<file path="src/rtl/stp_regs.svh">
// register offsets, reset values, field positions and timing constants
// Notes on behaviour
// - light above high threshold plus persistence sets flag
// - light threshold low byte buffered, committed with high
// - double-data mode: host keeps high byte zero
// - auto pulse: 14-bit low prox threshold breach
// - auto pulse: 14-bit high prox threshold breach
// - auto pulse: prox threshold low byte buffered until high byte
// - auto pulse off: 10-bit data, 8-bit compare
// - prox persistence: 0 every cycle, else count
// - light persistence codes map to consecutive counts
// - count out-of-range results, clear when inside
// - wide output gives 16-bit prox result; auto pulse off keeps it 10-bit
// - wait long bits multiply wait by twelve
// - stage-one gain 1x to 16x, reset code 010
// - stage-two gain 2.5x, 5x, 10x; 10 forbidden
// - max pulse count is field plus one
// - auto pulse: stop early on near saturation
// - auto pulse off: send exactly programmed pulses
// - 10-bit pulse length, host keeps above 16us
`ifndef STP_REGS_SVH
`define STP_REGS_SVH
`define STP_OFS_LHT_LO   8'h86
`define STP_OFS_LHT_HI   8'h87
`define STP_OFS_PLT_LO   8'h88
`define STP_OFS_PLT_HI   8'h89
`define STP_OFS_PHT_LO   8'h8a
`define STP_OFS_PHT_HI   8'h8b
`define STP_OFS_PERSIST  8'h8c
`define STP_OFS_GENCONF  8'h8d
`define STP_OFS_GAINCONF 8'h8e
`define STP_OFS_PCOUNT   8'h8f
`define STP_OFS_PLEN     8'h90
`define STP_OFS_CONFSIX  8'hae
`define STP_RST_GENCONF  8'h10
`define STP_RST_GAINCONF 8'h43
`define STP_RST_PCOUNT   8'h00
`define STP_RST_PLEN     8'h20
`define STP_RST_CONFSIX  8'h76
`define STP_BIT_AUTO_OFF 6
`define STP_BIT_WIDE     7
`define STP_BIT_PWAIT_X12 3
`define STP_BIT_LWAIT_X12 2
`define STP_WAIT_MULT    12
`define STP_LEN_EXTRA_US 2
`define STP_US_NS        1000
`define STP_CLK_NS       100
`endif

</file>
<file path="src/rtl/stp_pkg.sv">
// types shared by the threshold and persistence block
package stp_pkg;
   // one register access from the serial front end
   typedef struct packed {
      logic       wr;
      logic       rd;
      logic [7:0] addr;
      logic [7:0] wdata;
   } stp_req_t;
   // emitter pulse sequencer states
   typedef enum logic [1:0] {
      ST_IDLE,
      ST_HIGH,
      ST_LOW
   } stp_pulse_st_t;
endpackage

</file>
<file path="src/rtl/stp_sensor_cfg.sv">
// threshold, persistence, gain and pulse configuration logic
`timescale 1ns/10ps
`default_nettype none
`include "stp_regs.svh"
module stp_sensor_cfg #(
   parameter int CYC_PER_US = `STP_US_NS / `STP_CLK_NS
) (
   input  wire logic            clk_i,
   input  wire logic            sys_rst_i,
   input  wire logic            ce_i,
   input  wire stp_pkg::stp_req_t req_i,
   output logic [7:0]           rdata_o,
   input  wire logic            light_valid_i,
   input  wire logic [15:0]     light_data_i,
   input  wire logic            light_irq_enable_i,
   input  wire logic            light_irq_clr_i,
   output logic                 light_irq_flag_o,
   input  wire logic            prox_valid_i,
   input  wire logic [15:0]     prox_raw_i,
   input  wire logic            prox_irq_clr_i,
   output logic                 prox_irq_o,
   output logic                 prox_low_breach_o,
   output logic                 prox_high_breach_o,
   output logic [15:0]          prox_result_o,
   output logic                 int_o,
   output logic                 int_oe_o,
   input  wire logic [7:0]      light_wait_time_i,
   input  wire logic [7:0]      prox_wait_time_i,
   output logic [11:0]          light_wait_span_o,
   output logic [11:0]          prox_wait_span_o,
   output logic [4:0]           prox_stage1_gain_o,
   output logic [4:0]           prox_stage2_gain_x2_o,
   input  wire logic            pulse_start_i,
   input  wire logic            near_sat_i,
   output logic                 emitter_o,
   output logic                 pulse_done_o
);
   import stp_pkg::*;

   ////////////////////////////////////////////////////////////////////
   // register storage
   logic [15:0] light_hi_thr_q;   // committed light high threshold
   logic [7:0]  light_lo_buf_q;   // buffered low byte
   logic [13:0] prox_lo_thr_q;    // committed prox low threshold
   logic [7:0]  prox_lo_buf_q;
   logic [13:0] prox_hi_thr_q;    // committed prox high threshold
   logic [7:0]  prox_hi_buf_q;
   logic [7:0]  persistence_filters_q;       // persistence filters
   logic [7:0]  general_config_zero_q;       // general config zero
   logic [7:0]  prox_gain_config_q;          // gain config
   logic [7:0]  prox_pulse_count_config_q;   // pulse count and length upper
   logic [7:0]  prox_pulse_length_lower_q;   // pulse length lower
   logic [7:0]  config_six_q;                // config six
   logic        auto_pulse_control;          // auto pulse control active
   logic        wr_en;                       // qualified write

   assign auto_pulse_control = ~config_six_q[`STP_BIT_AUTO_OFF];
   assign wr_en  = ce_i & req_i.wr;

   // light threshold: low byte waits for the high byte
   always_ff @(posedge clk_i)
   begin
      if (sys_rst_i)
      begin
         light_hi_thr_q <= 16'h0000;
         light_lo_buf_q <= 8'h00;
      end
      else if (wr_en)
      begin
         if (req_i.addr == `STP_OFS_LHT_LO)
            light_lo_buf_q <= req_i.wdata;
         if (req_i.addr == `STP_OFS_LHT_HI)
            light_hi_thr_q <= {req_i.wdata, light_lo_buf_q};
      end
   end

   // prox thresholds: with auto pulse off the low byte acts alone
   always_ff @(posedge clk_i)
   begin
      if (sys_rst_i)
      begin
         prox_lo_thr_q <= 14'h0000;
         prox_lo_buf_q <= 8'h00;
         prox_hi_thr_q <= 14'h0000;
         prox_hi_buf_q <= 8'h00;
      end
      else if (wr_en)
      begin
         case (req_i.addr)
            `STP_OFS_PLT_LO:
            begin
               prox_lo_buf_q <= req_i.wdata;
               if (!auto_pulse_control)
                  prox_lo_thr_q[7:0] <= req_i.wdata;
            end
            `STP_OFS_PLT_HI:
               prox_lo_thr_q <= {req_i.wdata[5:0], prox_lo_buf_q};
            `STP_OFS_PHT_LO:
            begin
               prox_hi_buf_q <= req_i.wdata;
               if (!auto_pulse_control)
                  prox_hi_thr_q[7:0] <= req_i.wdata;
            end
            `STP_OFS_PHT_HI:
               prox_hi_thr_q <= {req_i.wdata[5:0], prox_hi_buf_q};
            default:
               ; // other offsets belong to plain registers
         endcase
      end
   end

   // plain configuration registers
   always_ff @(posedge clk_i)
   begin
      if (sys_rst_i)
      begin
         persistence_filters_q     <= 8'h00;
         general_config_zero_q     <= `STP_RST_GENCONF;
         prox_gain_config_q        <= `STP_RST_GAINCONF;
         prox_pulse_count_config_q <= `STP_RST_PCOUNT;
         prox_pulse_length_lower_q <= `STP_RST_PLEN;
         config_six_q              <= `STP_RST_CONFSIX;
      end
      else if (wr_en)
      begin
         case (req_i.addr)
            `STP_OFS_PERSIST:  persistence_filters_q     <= req_i.wdata;
            `STP_OFS_GENCONF:  general_config_zero_q     <= req_i.wdata;
            `STP_OFS_GAINCONF: prox_gain_config_q        <= req_i.wdata;
            `STP_OFS_PCOUNT:   prox_pulse_count_config_q <= req_i.wdata;
            `STP_OFS_PLEN:     prox_pulse_length_lower_q <= req_i.wdata;
            `STP_OFS_CONFSIX:  config_six_q              <= req_i.wdata;
            default:        ; // unmapped writes are dropped
         endcase
      end
   end

   // read data, one cycle after the read strobe; unmapped reads zero
   always_ff @(posedge clk_i)
   begin
      if (sys_rst_i)
         rdata_o <= 8'h00;
      else if (ce_i && req_i.rd)
      begin
         case (req_i.addr)
            `STP_OFS_LHT_LO: rdata_o <= light_hi_thr_q[7:0];
            `STP_OFS_LHT_HI: rdata_o <= light_hi_thr_q[15:8];
            `STP_OFS_PLT_LO: rdata_o <= prox_lo_thr_q[7:0];
            `STP_OFS_PLT_HI: rdata_o <= {2'b00, prox_lo_thr_q[13:8]};
            `STP_OFS_PHT_LO: rdata_o <= prox_hi_thr_q[7:0];
            `STP_OFS_PHT_HI: rdata_o <= {2'b00, prox_hi_thr_q[13:8]};
            `STP_OFS_PERSIST:  rdata_o <= persistence_filters_q;
            `STP_OFS_GENCONF:  rdata_o <= general_config_zero_q;
            `STP_OFS_GAINCONF: rdata_o <= prox_gain_config_q;
            `STP_OFS_PCOUNT:   rdata_o <= prox_pulse_count_config_q;
            `STP_OFS_PLEN:     rdata_o <= prox_pulse_length_lower_q;
            `STP_OFS_CONFSIX:  rdata_o <= config_six_q;
            default:         rdata_o <= 8'h00;
         endcase
      end
   end

   ////////////////////////////////////////////////////////////////////
   // light persistence and flag
   // light persistence code to consecutive count
   function automatic logic [5:0] light_req(input logic [3:0] code);
      logic [5:0] c;
      c = {2'b00, code};
      if (code < 4'd2)
         light_req = 6'd1;
      else if (code < 4'd4)
         light_req = c;
      else
         light_req = 6'((c - 6'd3) * 6'd5);
   endfunction

   logic [5:0] light_cnt_q;   // consecutive out-of-range count
   logic [5:0] light_cnt_d;
   logic       light_out;     // result above threshold
   logic       light_hit;     // persistence reached this result
   logic       light_flag_q;
   logic       int_oe_q;

   // plain 16-bit compare; double-data mode relies on a zero upper byte
   assign light_out   = light_data_i > light_hi_thr_q;
   assign light_cnt_d = !light_out ? 6'd0 :
                        (&light_cnt_q) ? light_cnt_q : light_cnt_q + 6'd1;
   assign light_hit   = light_valid_i & light_out &
                        (light_cnt_d == light_req(persistence_filters_q[3:0]));

   // counter only moves on a new light result
   always_ff @(posedge clk_i)
   begin
      if (sys_rst_i)
         light_cnt_q <= 6'd0;
      else if (ce_i && light_valid_i)
         light_cnt_q <= light_cnt_d;
   end

   // sticky flag, a new hit beats a clear in the same cycle
   always_ff @(posedge clk_i)
   begin
      if (sys_rst_i)
      begin
         light_flag_q <= 1'b0;
         int_oe_q     <= 1'b0;
      end
      else if (ce_i)
      begin
         light_flag_q <= light_hit | (light_flag_q & ~light_irq_clr_i);
         int_oe_q     <= light_irq_enable_i &
                         (light_hit | (light_flag_q & ~light_irq_clr_i));
      end
   end

   assign light_irq_flag_o = light_flag_q;
   assign int_o            = 1'b0;      // open drain: only pulls low
   assign int_oe_o         = int_oe_q;

   ////////////////////////////////////////////////////////////////////
   // proximity compare and persistence
   logic [13:0] prox_cmp;     // value compared with the thresholds under auto pulse
   logic        prox_below;
   logic        prox_above;
   logic        prox_out;
   logic [3:0]  prox_cnt_q;
   logic [3:0]  prox_cnt_d;
   logic        prox_fire;
   logic [3:0]  prox_persist_setting;

   assign prox_persist_setting = persistence_filters_q[7:4];

   // auto pulse off compares the top 8 of the 10-bit value
   always_comb
   begin
      prox_cmp   = prox_raw_i[15:2];
      prox_below = 1'b0;
      prox_above = 1'b0;
      if (auto_pulse_control)
      begin
         prox_below = prox_cmp < prox_lo_thr_q;
         prox_above = prox_cmp > prox_hi_thr_q;
      end
      else
      begin
         prox_below = prox_raw_i[15:8] < prox_lo_thr_q[7:0];
         prox_above = prox_raw_i[15:8] > prox_hi_thr_q[7:0];
      end
   end

   assign prox_out   = prox_below | prox_above;
   assign prox_cnt_d = !prox_out ? 4'd0 :
                       (&prox_cnt_q) ? prox_cnt_q : prox_cnt_q + 4'd1;
   // code 0 fires every cycle, code 1 on any out-of-range result
   assign prox_fire  = prox_valid_i &
                       ((prox_persist_setting == 4'd0) |
                        (prox_out & (prox_persist_setting == 4'd1)) |
                        (prox_out & (prox_cnt_d == prox_persist_setting)));

   // consecutive counter for the prox filter
   always_ff @(posedge clk_i)
   begin
      if (sys_rst_i)
         prox_cnt_q <= 4'd0;
      else if (ce_i && prox_valid_i)
         prox_cnt_q <= prox_cnt_d;
   end

   // sticky prox flags; set wins over clear
   always_ff @(posedge clk_i)
   begin
      if (sys_rst_i)
      begin
         prox_irq_o         <= 1'b0;
         prox_low_breach_o  <= 1'b0;
         prox_high_breach_o <= 1'b0;
      end
      else if (ce_i)
      begin
         prox_irq_o         <= prox_fire | (prox_irq_o & ~prox_irq_clr_i);
         prox_low_breach_o  <= (prox_fire & prox_below) |
                               (prox_low_breach_o & ~prox_irq_clr_i);
         prox_high_breach_o <= (prox_fire & prox_above) |
                               (prox_high_breach_o & ~prox_irq_clr_i);
      end
   end

   // result width follows auto pulse and wide output bits
   always_ff @(posedge clk_i)
   begin
      if (sys_rst_i)
         prox_result_o <= 16'h0000;
      else if (ce_i && prox_valid_i)
      begin
         if (!auto_pulse_control)
            prox_result_o <= {6'd0, prox_raw_i[15:6]};
         else if (general_config_zero_q[`STP_BIT_WIDE])
            prox_result_o <= prox_raw_i;
         else
            prox_result_o <= {2'b00, prox_cmp};
      end
   end

   ////////////////////////////////////////////////////////////////////
   // wait spans and gain decode
   always_ff @(posedge clk_i)
   begin
      if (sys_rst_i)
      begin
         light_wait_span_o     <= 12'd0;
         prox_wait_span_o      <= 12'd0;
         prox_stage1_gain_o    <= 5'd4;
         prox_stage2_gain_x2_o <= 5'd20;
      end
      else if (ce_i)
      begin
         light_wait_span_o <= general_config_zero_q[`STP_BIT_LWAIT_X12] ?
            12'(light_wait_time_i) * 12'(`STP_WAIT_MULT) :
            12'(light_wait_time_i);
         prox_wait_span_o  <= general_config_zero_q[`STP_BIT_PWAIT_X12] ?
            12'(prox_wait_time_i) * 12'(`STP_WAIT_MULT) :
            12'(prox_wait_time_i);
         // codes above 100 clamp to 16x
         prox_stage1_gain_o <= (prox_gain_config_q[7:5] > 3'd4) ? 5'd16 :
                               5'(5'd1 << prox_gain_config_q[7:5]);
         // gain in half steps; forbidden code treated as 10x
         case (prox_gain_config_q[1:0])
            2'b00:   prox_stage2_gain_x2_o <= 5'd5;
            2'b01:   prox_stage2_gain_x2_o <= 5'd10;
            default: prox_stage2_gain_x2_o <= 5'd20;
         endcase
      end
   end

   ////////////////////////////////////////////////////////////////////
   // emitter pulse sequencer
   stp_pulse_st_t st_q;
   logic [13:0]   tmr_q;       // cycles left in this phase
   logic [6:0]    pulses_q;    // pulses sent this prox cycle
   logic [6:0]    max_pulses;  // field plus one
   logic [13:0]   len_cyc;     // pulse length in clock cycles
   logic [9:0]    pulse_len;
   logic          last_pulse;

   assign max_pulses = 7'(prox_pulse_count_config_q[5:0]) + 7'd1;
   assign pulse_len  = {prox_pulse_count_config_q[7:6], prox_pulse_length_lower_q};
   assign len_cyc    = 14'((pulse_len + 10'(`STP_LEN_EXTRA_US)) * CYC_PER_US);
   assign last_pulse = (pulses_q + 7'd1 == max_pulses) |
                       (auto_pulse_control & near_sat_i);

   // high for the pulse length, low for the same, repeated
   always_ff @(posedge clk_i)
   begin
      if (sys_rst_i)
      begin
         st_q         <= ST_IDLE;
         tmr_q        <= 14'd0;
         pulses_q     <= 7'd0;
         emitter_o    <= 1'b0;
         pulse_done_o <= 1'b0;
      end
      else if (ce_i)
      begin
         pulse_done_o <= 1'b0;
         case (st_q)
            ST_IDLE:
               if (pulse_start_i)
               begin
                  st_q      <= ST_HIGH;
                  tmr_q     <= len_cyc - 14'd1;
                  pulses_q  <= 7'd0;
                  emitter_o <= 1'b1;
               end
            ST_HIGH:
               if (tmr_q != 14'd0)
                  tmr_q <= tmr_q - 14'd1;
               else
               begin
                  emitter_o <= 1'b0;
                  pulses_q  <= pulses_q + 7'd1;
                  tmr_q     <= len_cyc - 14'd1;
                  if (last_pulse)
                  begin
                     st_q         <= ST_IDLE;
                     pulse_done_o <= 1'b1;
                  end
                  else
                     st_q <= ST_LOW;
               end
            ST_LOW:
               if (tmr_q != 14'd0)
                  tmr_q <= tmr_q - 14'd1;
               else
               begin
                  st_q      <= ST_HIGH;
                  tmr_q     <= len_cyc - 14'd1;
                  emitter_o <= 1'b1;
               end
            default:
               st_q <= ST_IDLE;
         endcase
      end
   end

   ////////////////////////////////////////////////////////////////////
   // assertions
   logic [13:0] hi_len_q;   // length of the current emitter high

   // helper: counts cycles the emitter stays high
   always_ff @(posedge clk_i)
   begin
      if (sys_rst_i || !emitter_o)
         hi_len_q <= 14'd0;
      else if (ce_i)
         hi_len_q <= hi_len_q + 14'd1;
   end
endmodule
`default_nettype wire

</file>
<file path="config.mk">
export PLATFORM = sky130hd
export DESIGN_NAME = stp_sensor_cfg
export DESIGN_NICKNAME = d
export VERILOG_FILES = /design/src/rtl/stp_pkg.sv /design/src/rtl/stp_sensor_cfg.sv
export VERILOG_INCLUDE_DIRS = /design/src /design/src/rtl
export SDC_FILE = /design/constraint.sdc
export NUM_CORES = 1
export LEC_CHECK = 0
export ABC_AREA = 1
export BUFFER_PORTS_ARGS = -buffer_cell sky130_fd_sc_hd__buf_2
export CORE_UTILIZATION = 25
export CTS_CLUSTER_SIZE = 28
export DETAILED_ROUTE_END_ITERATION = 8
export GPL_ROUTABILITY_DRIVEN = 0
export GPL_TIMING_DRIVEN = 1
export PLACE_DENSITY = 0.47
export SYNTH_ARGS = -nofsm -noshare
export SYNTH_HDL_FRONTEND = slang
export SYNTH_SLANG_ARGS = --single-unit
</file>
<file path="constraint.sdc">
create_clock -name clk_i -period 3.6 [get_ports clk_i]
set_input_delay 0 -clock clk_i [delete_from_list [all_inputs] [get_ports clk_i]]
set_output_delay 0 -clock clk_i [all_outputs]
set_load 0.05 [all_outputs]
</file>
# == After elaboration in Yosys (flattened, before gate mapping) ==
# Cells that the tools add are included.
# op_classes
n_eq_ne,24
addsub,8
multipliers,4
reduce_logical,33
mux,36
shift,1
bitwise,25
order_cmp,8
# ops
operator,n
"8-bit equality test, second input constant",12
8-bit case mux with 12 select lines,1
16-bit 2-to-1 mux,2
8-bit case mux with 2 select lines,2
14-bit 2-to-1 mux,2
14-bit case mux with 2 select lines,1
"14-bit by 1-bit subtractor with 14-bit output, second input constant",2
12-bit 2-to-1 mux,2
6-bit 2-to-1 mux,4
2-bit AND reduction,12
"8-bit by 2-bit multiplier with 10-bit output, second input constant",2
16-bit greater-than comparator,1
1-bit AND,14
14-bit greater-than comparator,1
14-bit less-than comparator,1
7-bit 2-to-1 mux,2
7-bit case mux with 2 select lines,1
14-bit nonzero test,1
"11-bit by 3-bit multiplier with 13-bit output, second input constant",1
4-bit AND reduction,3
"10-bit by 2-bit adder with 11-bit output, second input constant",1
"2-bit != test, second input constant",5
5-bit case mux with 2 select lines,1
3-bit AND reduction,3
other kinds (35),62
# word_totals
output_inout_bits,66
wordCells,171
input_bits,76
regBits,214

# == Depth between registers and ports, before layout ==
# depth
word_depth,10
mapped_depth,22
mapped_depth_nobuf,22

# == Worst setup path before layout ==
# OpenSTA, ideal clock, no wires.
# synth_path
kind,flip-flop to flip-flop
from,register prox_pulse_length_lower_q[1]
to,register tmr_q[13]
path_buffers,0
path_slack_ns,0.725
required_time_ns,3.469
setup_ns,0.131
arrival_time_ns,2.744
stages_incl_launch_ff,17
period_less_slack_ns,2.875
path_cell_list,dfxtp_1 ha_1 nand3_2 nor3_4 xor2_1 xor2_1 ha_1 inv_1 o21ai_0 nand2_1 nand3_1 xnor2_4 nand3_1 o21ai_1 nand3_1 nand2_1 a21oi_2
# synth_between
elab_chain_len,5
elab_cells_between_ends,6
cone_classes,add/sub: 2; mul: 1; mux: 3
# synth_lines
item,line,source
"start, declared",stp_sensor_cfg.sv:52,logic [7:0] prox_pulse_length_lower_q;
"start signal, assigned",stp_sensor_cfg.sv:121,prox_pulse_length_lower_q <= `STP_RST_PLEN;
"start signal, assigned",stp_sensor_cfg.sv:131,`STP_OFS_PLEN: prox_pulse_length_lower_q <= req_i.wdata;
10-bit by 2-bit adder with 11-bit output *,stp_sensor_cfg.sv:347,assign len_cyc = 14'((pulse_len + 10'(`STP_LEN_EXTRA_US)) * CYC_PER_US);
11-bit by 3-bit multiplier with 13-bit output *,stp_sensor_cfg.sv:347,
14-bit by 1-bit subtractor with 14-bit output *,"stp_sensor_cfg.sv:370, stp_sensor_cfg.sv:381, stp_sensor_cfg.sv:396",
"14-bit 2-to-1 mux, on equally long branches","stp_sensor_cfg.sv:375, stp_sensor_cfg.sv:391, stp_sensor_cfg.sv:367",
14-bit case mux with 2 select lines *,stp_sensor_cfg.sv:365,case (st_q)
"end signal, assigned",stp_sensor_cfg.sv:370,tmr_q <= len_cyc - 14'd1;
"end signal, assigned",stp_sensor_cfg.sv:381,tmr_q <= len_cyc - 14'd1;
"end signal, assigned",stp_sensor_cfg.sv:396,tmr_q <= len_cyc - 14'd1;
"end, declared",stp_sensor_cfg.sv:338,logic [13:0] tmr_q;
# Every way passes the cells marked *; elsewhere a longest branch is shown, timed or not. The select of a mux whose other input is x is not followed.
# A chain may end at the register's enable or synchronous reset.

# == Worst setup path after layout ==
# layout_path
from,register persistence_filters_q[0]
to,"register int_oe_q, in the netlist int_oe_o"
# layout_between
elab_chain_len,8
elab_cells_between_ends,10
cone_classes,add/sub: 1; mul: 1; order compare: 2; eq/ne: 1; mux: 2; bitwise: 3
# layout_lines
item,line,source
"start, declared",stp_sensor_cfg.sv:48,logic [7:0] persistence_filters_q;
"start signal, assigned",stp_sensor_cfg.sv:127,`STP_OFS_PERSIST: persistence_filters_q <= req_i.wdata;
4-bit by 2-bit subtractor with 5-bit output,stp_sensor_cfg.sv:174,light_req = 6'((c - 6'd3) * 6'd5);
6-bit by 3-bit multiplier with 6-bit output,stp_sensor_cfg.sv:174,
6-bit 2-to-1 mux,stp_sensor_cfg.sv:171,else if (code < 4'd4)
6-bit 2-to-1 mux *,stp_sensor_cfg.sv:169,if (code < 4'd2)
6-bit equality test *,stp_sensor_cfg.sv:189,(light_cnt_d == light_req(persistence_filters_q[3:0]));
1-bit AND *,stp_sensor_cfg.sv:188,assign light_hit = light_valid_i & light_out &
1-bit OR *,stp_sensor_cfg.sv:212,(light_hit | (light_flag_q & ~light_irq_clr_i));
1-bit AND *,stp_sensor_cfg.sv:211,int_oe_q <= light_irq_enable_i &
"end signal, assigned",stp_sensor_cfg.sv:211,
"end, declared",stp_sensor_cfg.sv:182,logic int_oe_q;
# Every way passes the cells marked *; elsewhere a longest branch is shown, timed or not.

==> impl_metrics.py <==
metrics = {
    "setup_path": {
        "worstPathArrival_ns": 3.73,
        "rr_startpoint": "persistence_filters_q[0]",
        "reg2reg_to": "int_oe_o",
        "critPathSlowestCell": "dlygate4sd3_1",
        "crit_path_frequent_cell": "nand2_1",
        "crit_family": "adder cells",
        "critPathBufInv": 4,
        "critPathCaptureType": "register",
        "crit_fanout": 5,
        "reg2regPathDepth": 19,
        "crit_required_ns": 4.06,
        "critical_path_class": "register to register",
        "crit_path_start_kind": "register",
        "slowest_delay_ns": 0.58,
        "path_cells": "ha_1 > inv_1 > nand2_1 > nand2_1 > ha_1 > inv_1 > fa_1 > xnor2_1 > nand3_1 > nand3_1 > inv_1 > nand2_1 > nand2_1 > nor2_1 > nand3_1 > nand2_1 > nand3_1 > dlygate4sd3_1 > a21oi_1",
        "r2r_setup_slack_ns": 0.33,
    },
    "sta": {
        "max_slew_margin": 0.237,
        "tightest_slew_ns": 1.14,
        "setup_tns_ns": 0,
        "hold_viol_final": 0,
        "post-route-period-util": 0.908,
        "rsz0062_at_grt": "false",
        "max_clock_freq_ghz": 0.306,
        "maxSlewViolCount": 0,
        "setup_viol": 0,
        "fin_worst_skew_ns": 0.0201,
        "finalCriticalPeriod_ns": 3.27,
    },
    "synth": {
        "ys_ff_latch": 213,
        "synthArstFlopShare": 0,
        "synth_nets": 1998,
        "synth-edff-count": 0,
        "yosys.area.top_type_share": 0.329,
        "synth_warnings": 0,
        "synthFlopType": "dfxtp_1",
        "syn_inst": 1814,
        "synth_top_family_by_area": "simple AND/OR/NAND/NOR gates",
        "synth-xor-area-share": 0.0398,
        "synth_compound_area_frac": 0.211,
        "yosys-mux-area-fraction": 0,
        "ys_types": 54,
        "synthTopCellsByArea": "dfxtp_1 (33%), ha_1 (10%), nand2_1 (9.9%), a21oi_1 (8.3%), inv_1 (6.4%)",
        "synth_adder_area_share": 0.107,
        "syn_area_per_cell_um2": 7.14,
        "yosysSeqAreaShare": 0.329,
        "synthSimpleGateAreaFrac": 0.223,
        "syn-cell-area_um2": 12900,
        "synth_largest_area_cell": "dfxtp_1",
    },
    "finish": {
        "drive_gt1_frac": 0.126,
        "area_growth_pct": 21.4,
        "fill_cells": 5567,
        "layout.nets": 2164,
    },
    "clock_tree": {
        "cts_sinks": 213,
        "cts_buffers": 26,
        "ctsLongestPathBuffers": 3,
        "h-tree-depth": 1,
        "postCtsSetupBuffers": 0,
        "clock_latency_ns": 0.55,
        "cts_tree": "built",
        "clock-root-buffer": "clkbuf_16",
        "clkTransAtPathRegs_ns": 0.06,
    },
    "routing": {
        "first_pass_iters": 4,
        "postRouteAntennaNets": 0,
        "vias": 12500,
        "via_per_inst": 4.67,
        "drcViolationCount": 0,
        "wl_um": 41400,
        "drtIter0Drc": 810,
        "wl_per_cell_um": 15.5,
    },
    "global_route": {
        "antenna_found_initial": 1,
        "grt_pass1_wl_um": 65700,
        "met1_usage": 0.203,
        "grt.total_usage": 0.155,
        "grt_overflow": 0,
        "grt_max_degree": 80,
        "grt_pass1_vias": 12000,
        "use_met2": 0.262,
        "busiest_layer": "met2",
        "use_met3": 0.0204,
    },
    "power_and_ir_drop": {
        "leakagePower_nw": 6.65,
        "power_w": 0.00586,
        "ir_drop_mv": 0.354,
        "power_density_nw_per_um2": 373,
    },
    "hold_path": {
        "min_from": "req_i[11]",
        "hold_depth": 5,
        "min_to": "persistence_filters_q[6]",
        "min_path_type": "primary input to register",
    },
    "placement": {
        "portBuffers": 140,
        "dp_hpwl_um": 30100,
    },
    "floorplanning": {
        "std_cell_rows": 83,
        "die_w_um": 230,
        "coreArea_um2": 51200,
        "ioPinCount": 142,
        "start_util": 0.253,
        "die_h_um": 230,
        "die_area_um2": 52700,
    },
    "run_status": {
        "outcome": "finished clean",
    },
    "job": {
        "maxCapViolCount": 0,
    },
}
==> tightest hold or removal path, cell delays in order <==
cell and delay, ns:
buf_2 0.12, nand2_1 0.16, nor3_2 0.11, nand3_1 0.07, a21oi_1 0.06
==> cell families after synthesis <==
logic type	after synthesis
simple gates	642
flops	213
xor+xnor	55
buf+inv	302
fa+ha+maj	108
other cells	1
compound gates	493
==> state kept, by name (all words and copies together), names as in the netlist, 5 cells and up <==
signal and cells:
light_lo_buf_q 8, prox_hi_buf_q 8, prox_stage1_gain_o 5, light_hi_thr_q 16
tmr_q 14, prox_pulse_length_lower_q 8, prox_pulse_count_config_q 8, persistence_filters_q 8
prox_lo_buf_q 8, rdata_o 8, general_config_zero_q 8, config_six_q 8
prox_hi_thr_q 14, prox_lo_thr_q 14, light_wait_span_o 12, pulses_q 7
prox_wait_span_o 12, light_cnt_q 6, prox_result_o 16, prox_gain_config_q 8
==> Yosys cell counts (all sizes together), types with 3 or more instances <==
| cell | instances |
|---|---|
| xor2 | 35 |
| nor2 | 116 |
| a21oi | 218 |
| a211oi | 21 |
| dfxtp | 213 |
| ha | 104 |
| clkinv | 5 |
| nand3 | 119 |
| nor3 | 21 |
| or2 | 8 |
| nand4 | 21 |
| a31oi | 24 |
| o22ai | 40 |
| o211ai | 16 |
| xnor2 | 20 |
| nand3b | 5 |
| clkbuf | 55 |
| inv | 226 |
| o31ai | 6 |
| fa | 4 |
| a21boi | 3 |
| nand2 | 350 |
| buf | 16 |
| o21ai | 152 |
==> cell usage in the layout, fill, tap and decap left out, drive strengths merged, types with 35 or more instances in the layout <==
cell         instances
a21oi              218
buf                149
clkbuf              42
dfxtp              213
dlygate4sd3         60
ha                 104
inv                226
nand2              350
nand3              119
nor2               116
o21ai              152
o22ai               40
xor2                35
==> stage by stage <==
| step | cell area, um2 | cells | utilization | hold slack [ns] | setup slack [ns] |
|---|---|---|---|---|---|
| finish | 15700 | 2678 | 0.307 | 0.0284 | 0.330 |
| global route | 15700 | 2678 | 0.307 | 0.0629 | 0.0325 |
| CTS | 15700 | 2677 | 0.307 | 0.00116 | 0.230 |
| detailed placement | 14300 | 2572 | 0.279 | 0.294 | 0.358 |
| global placement | 14300 | 2572 | 0.279 | 0.272 | 0.411 |
| floorplan | 12900 | 1814 | - | 0.160 | 0.725 |
==> worst max path at each step <==
stage | start | endpoint | depth (start not counted)
floorplan | prox_pulse_length_lower_q[1] | tmr_q[13] | 16
global placement | prox_pulse_length_lower_q[1] | tmr_q[13] | 16
detailed placement | prox_pulse_length_lower_q[1] | tmr_q[13] | 16
CTS | persistence_filters_q[0] | int_oe_o | 19
global route | persistence_filters_q[1] | int_oe_o | 20
finish | persistence_filters_q[0] | int_oe_o | 19
==> area by class of cell <==
class | instances | area (um2) | area share
Clock buffer | 42 | 822 | 0.0523
Timing Repair Buffer | 209 | 1370 | 0.0872
Antenna cell | 1 | 2.50 | 0.000159
Multi-Input combinational cell | 1299 | 7520 | 0.478
Clock inverter | 3 | 23.8 | 0.00151
Sequential cell | 213 | 4270 | 0.271
Inverter | 231 | 867 | 0.0552
Tap cell | 680 | 851 | 0.0541
==> layer usage <==
metal,wire length (um),share of wire,up-vias
met5,0,0,-
met4,961,0.023,0
li1,-,-,6451
met1,19300,0.47,5802
met2,19500,0.47,211
met3,1620,0.039,48
==> what timing repair did <==
| item | in CTS | in global routing |
|---|---|---|
| endpoints found under the hold margin | 146 | 0 |
| hold buffers | 60 | 0 |
| resized for setup | 0 | 3 |
| setup endpoints to repair | 0 | 1 |
==> report_power, final <==
part	internal, W	switching (W)	total (W)
combinational	0.000278	0.000532	0.000810
sequential	0.00240	0.0000353	0.00244
clock	0.00155	0.00107	0.00261
(Power assumes the default switching activity.)
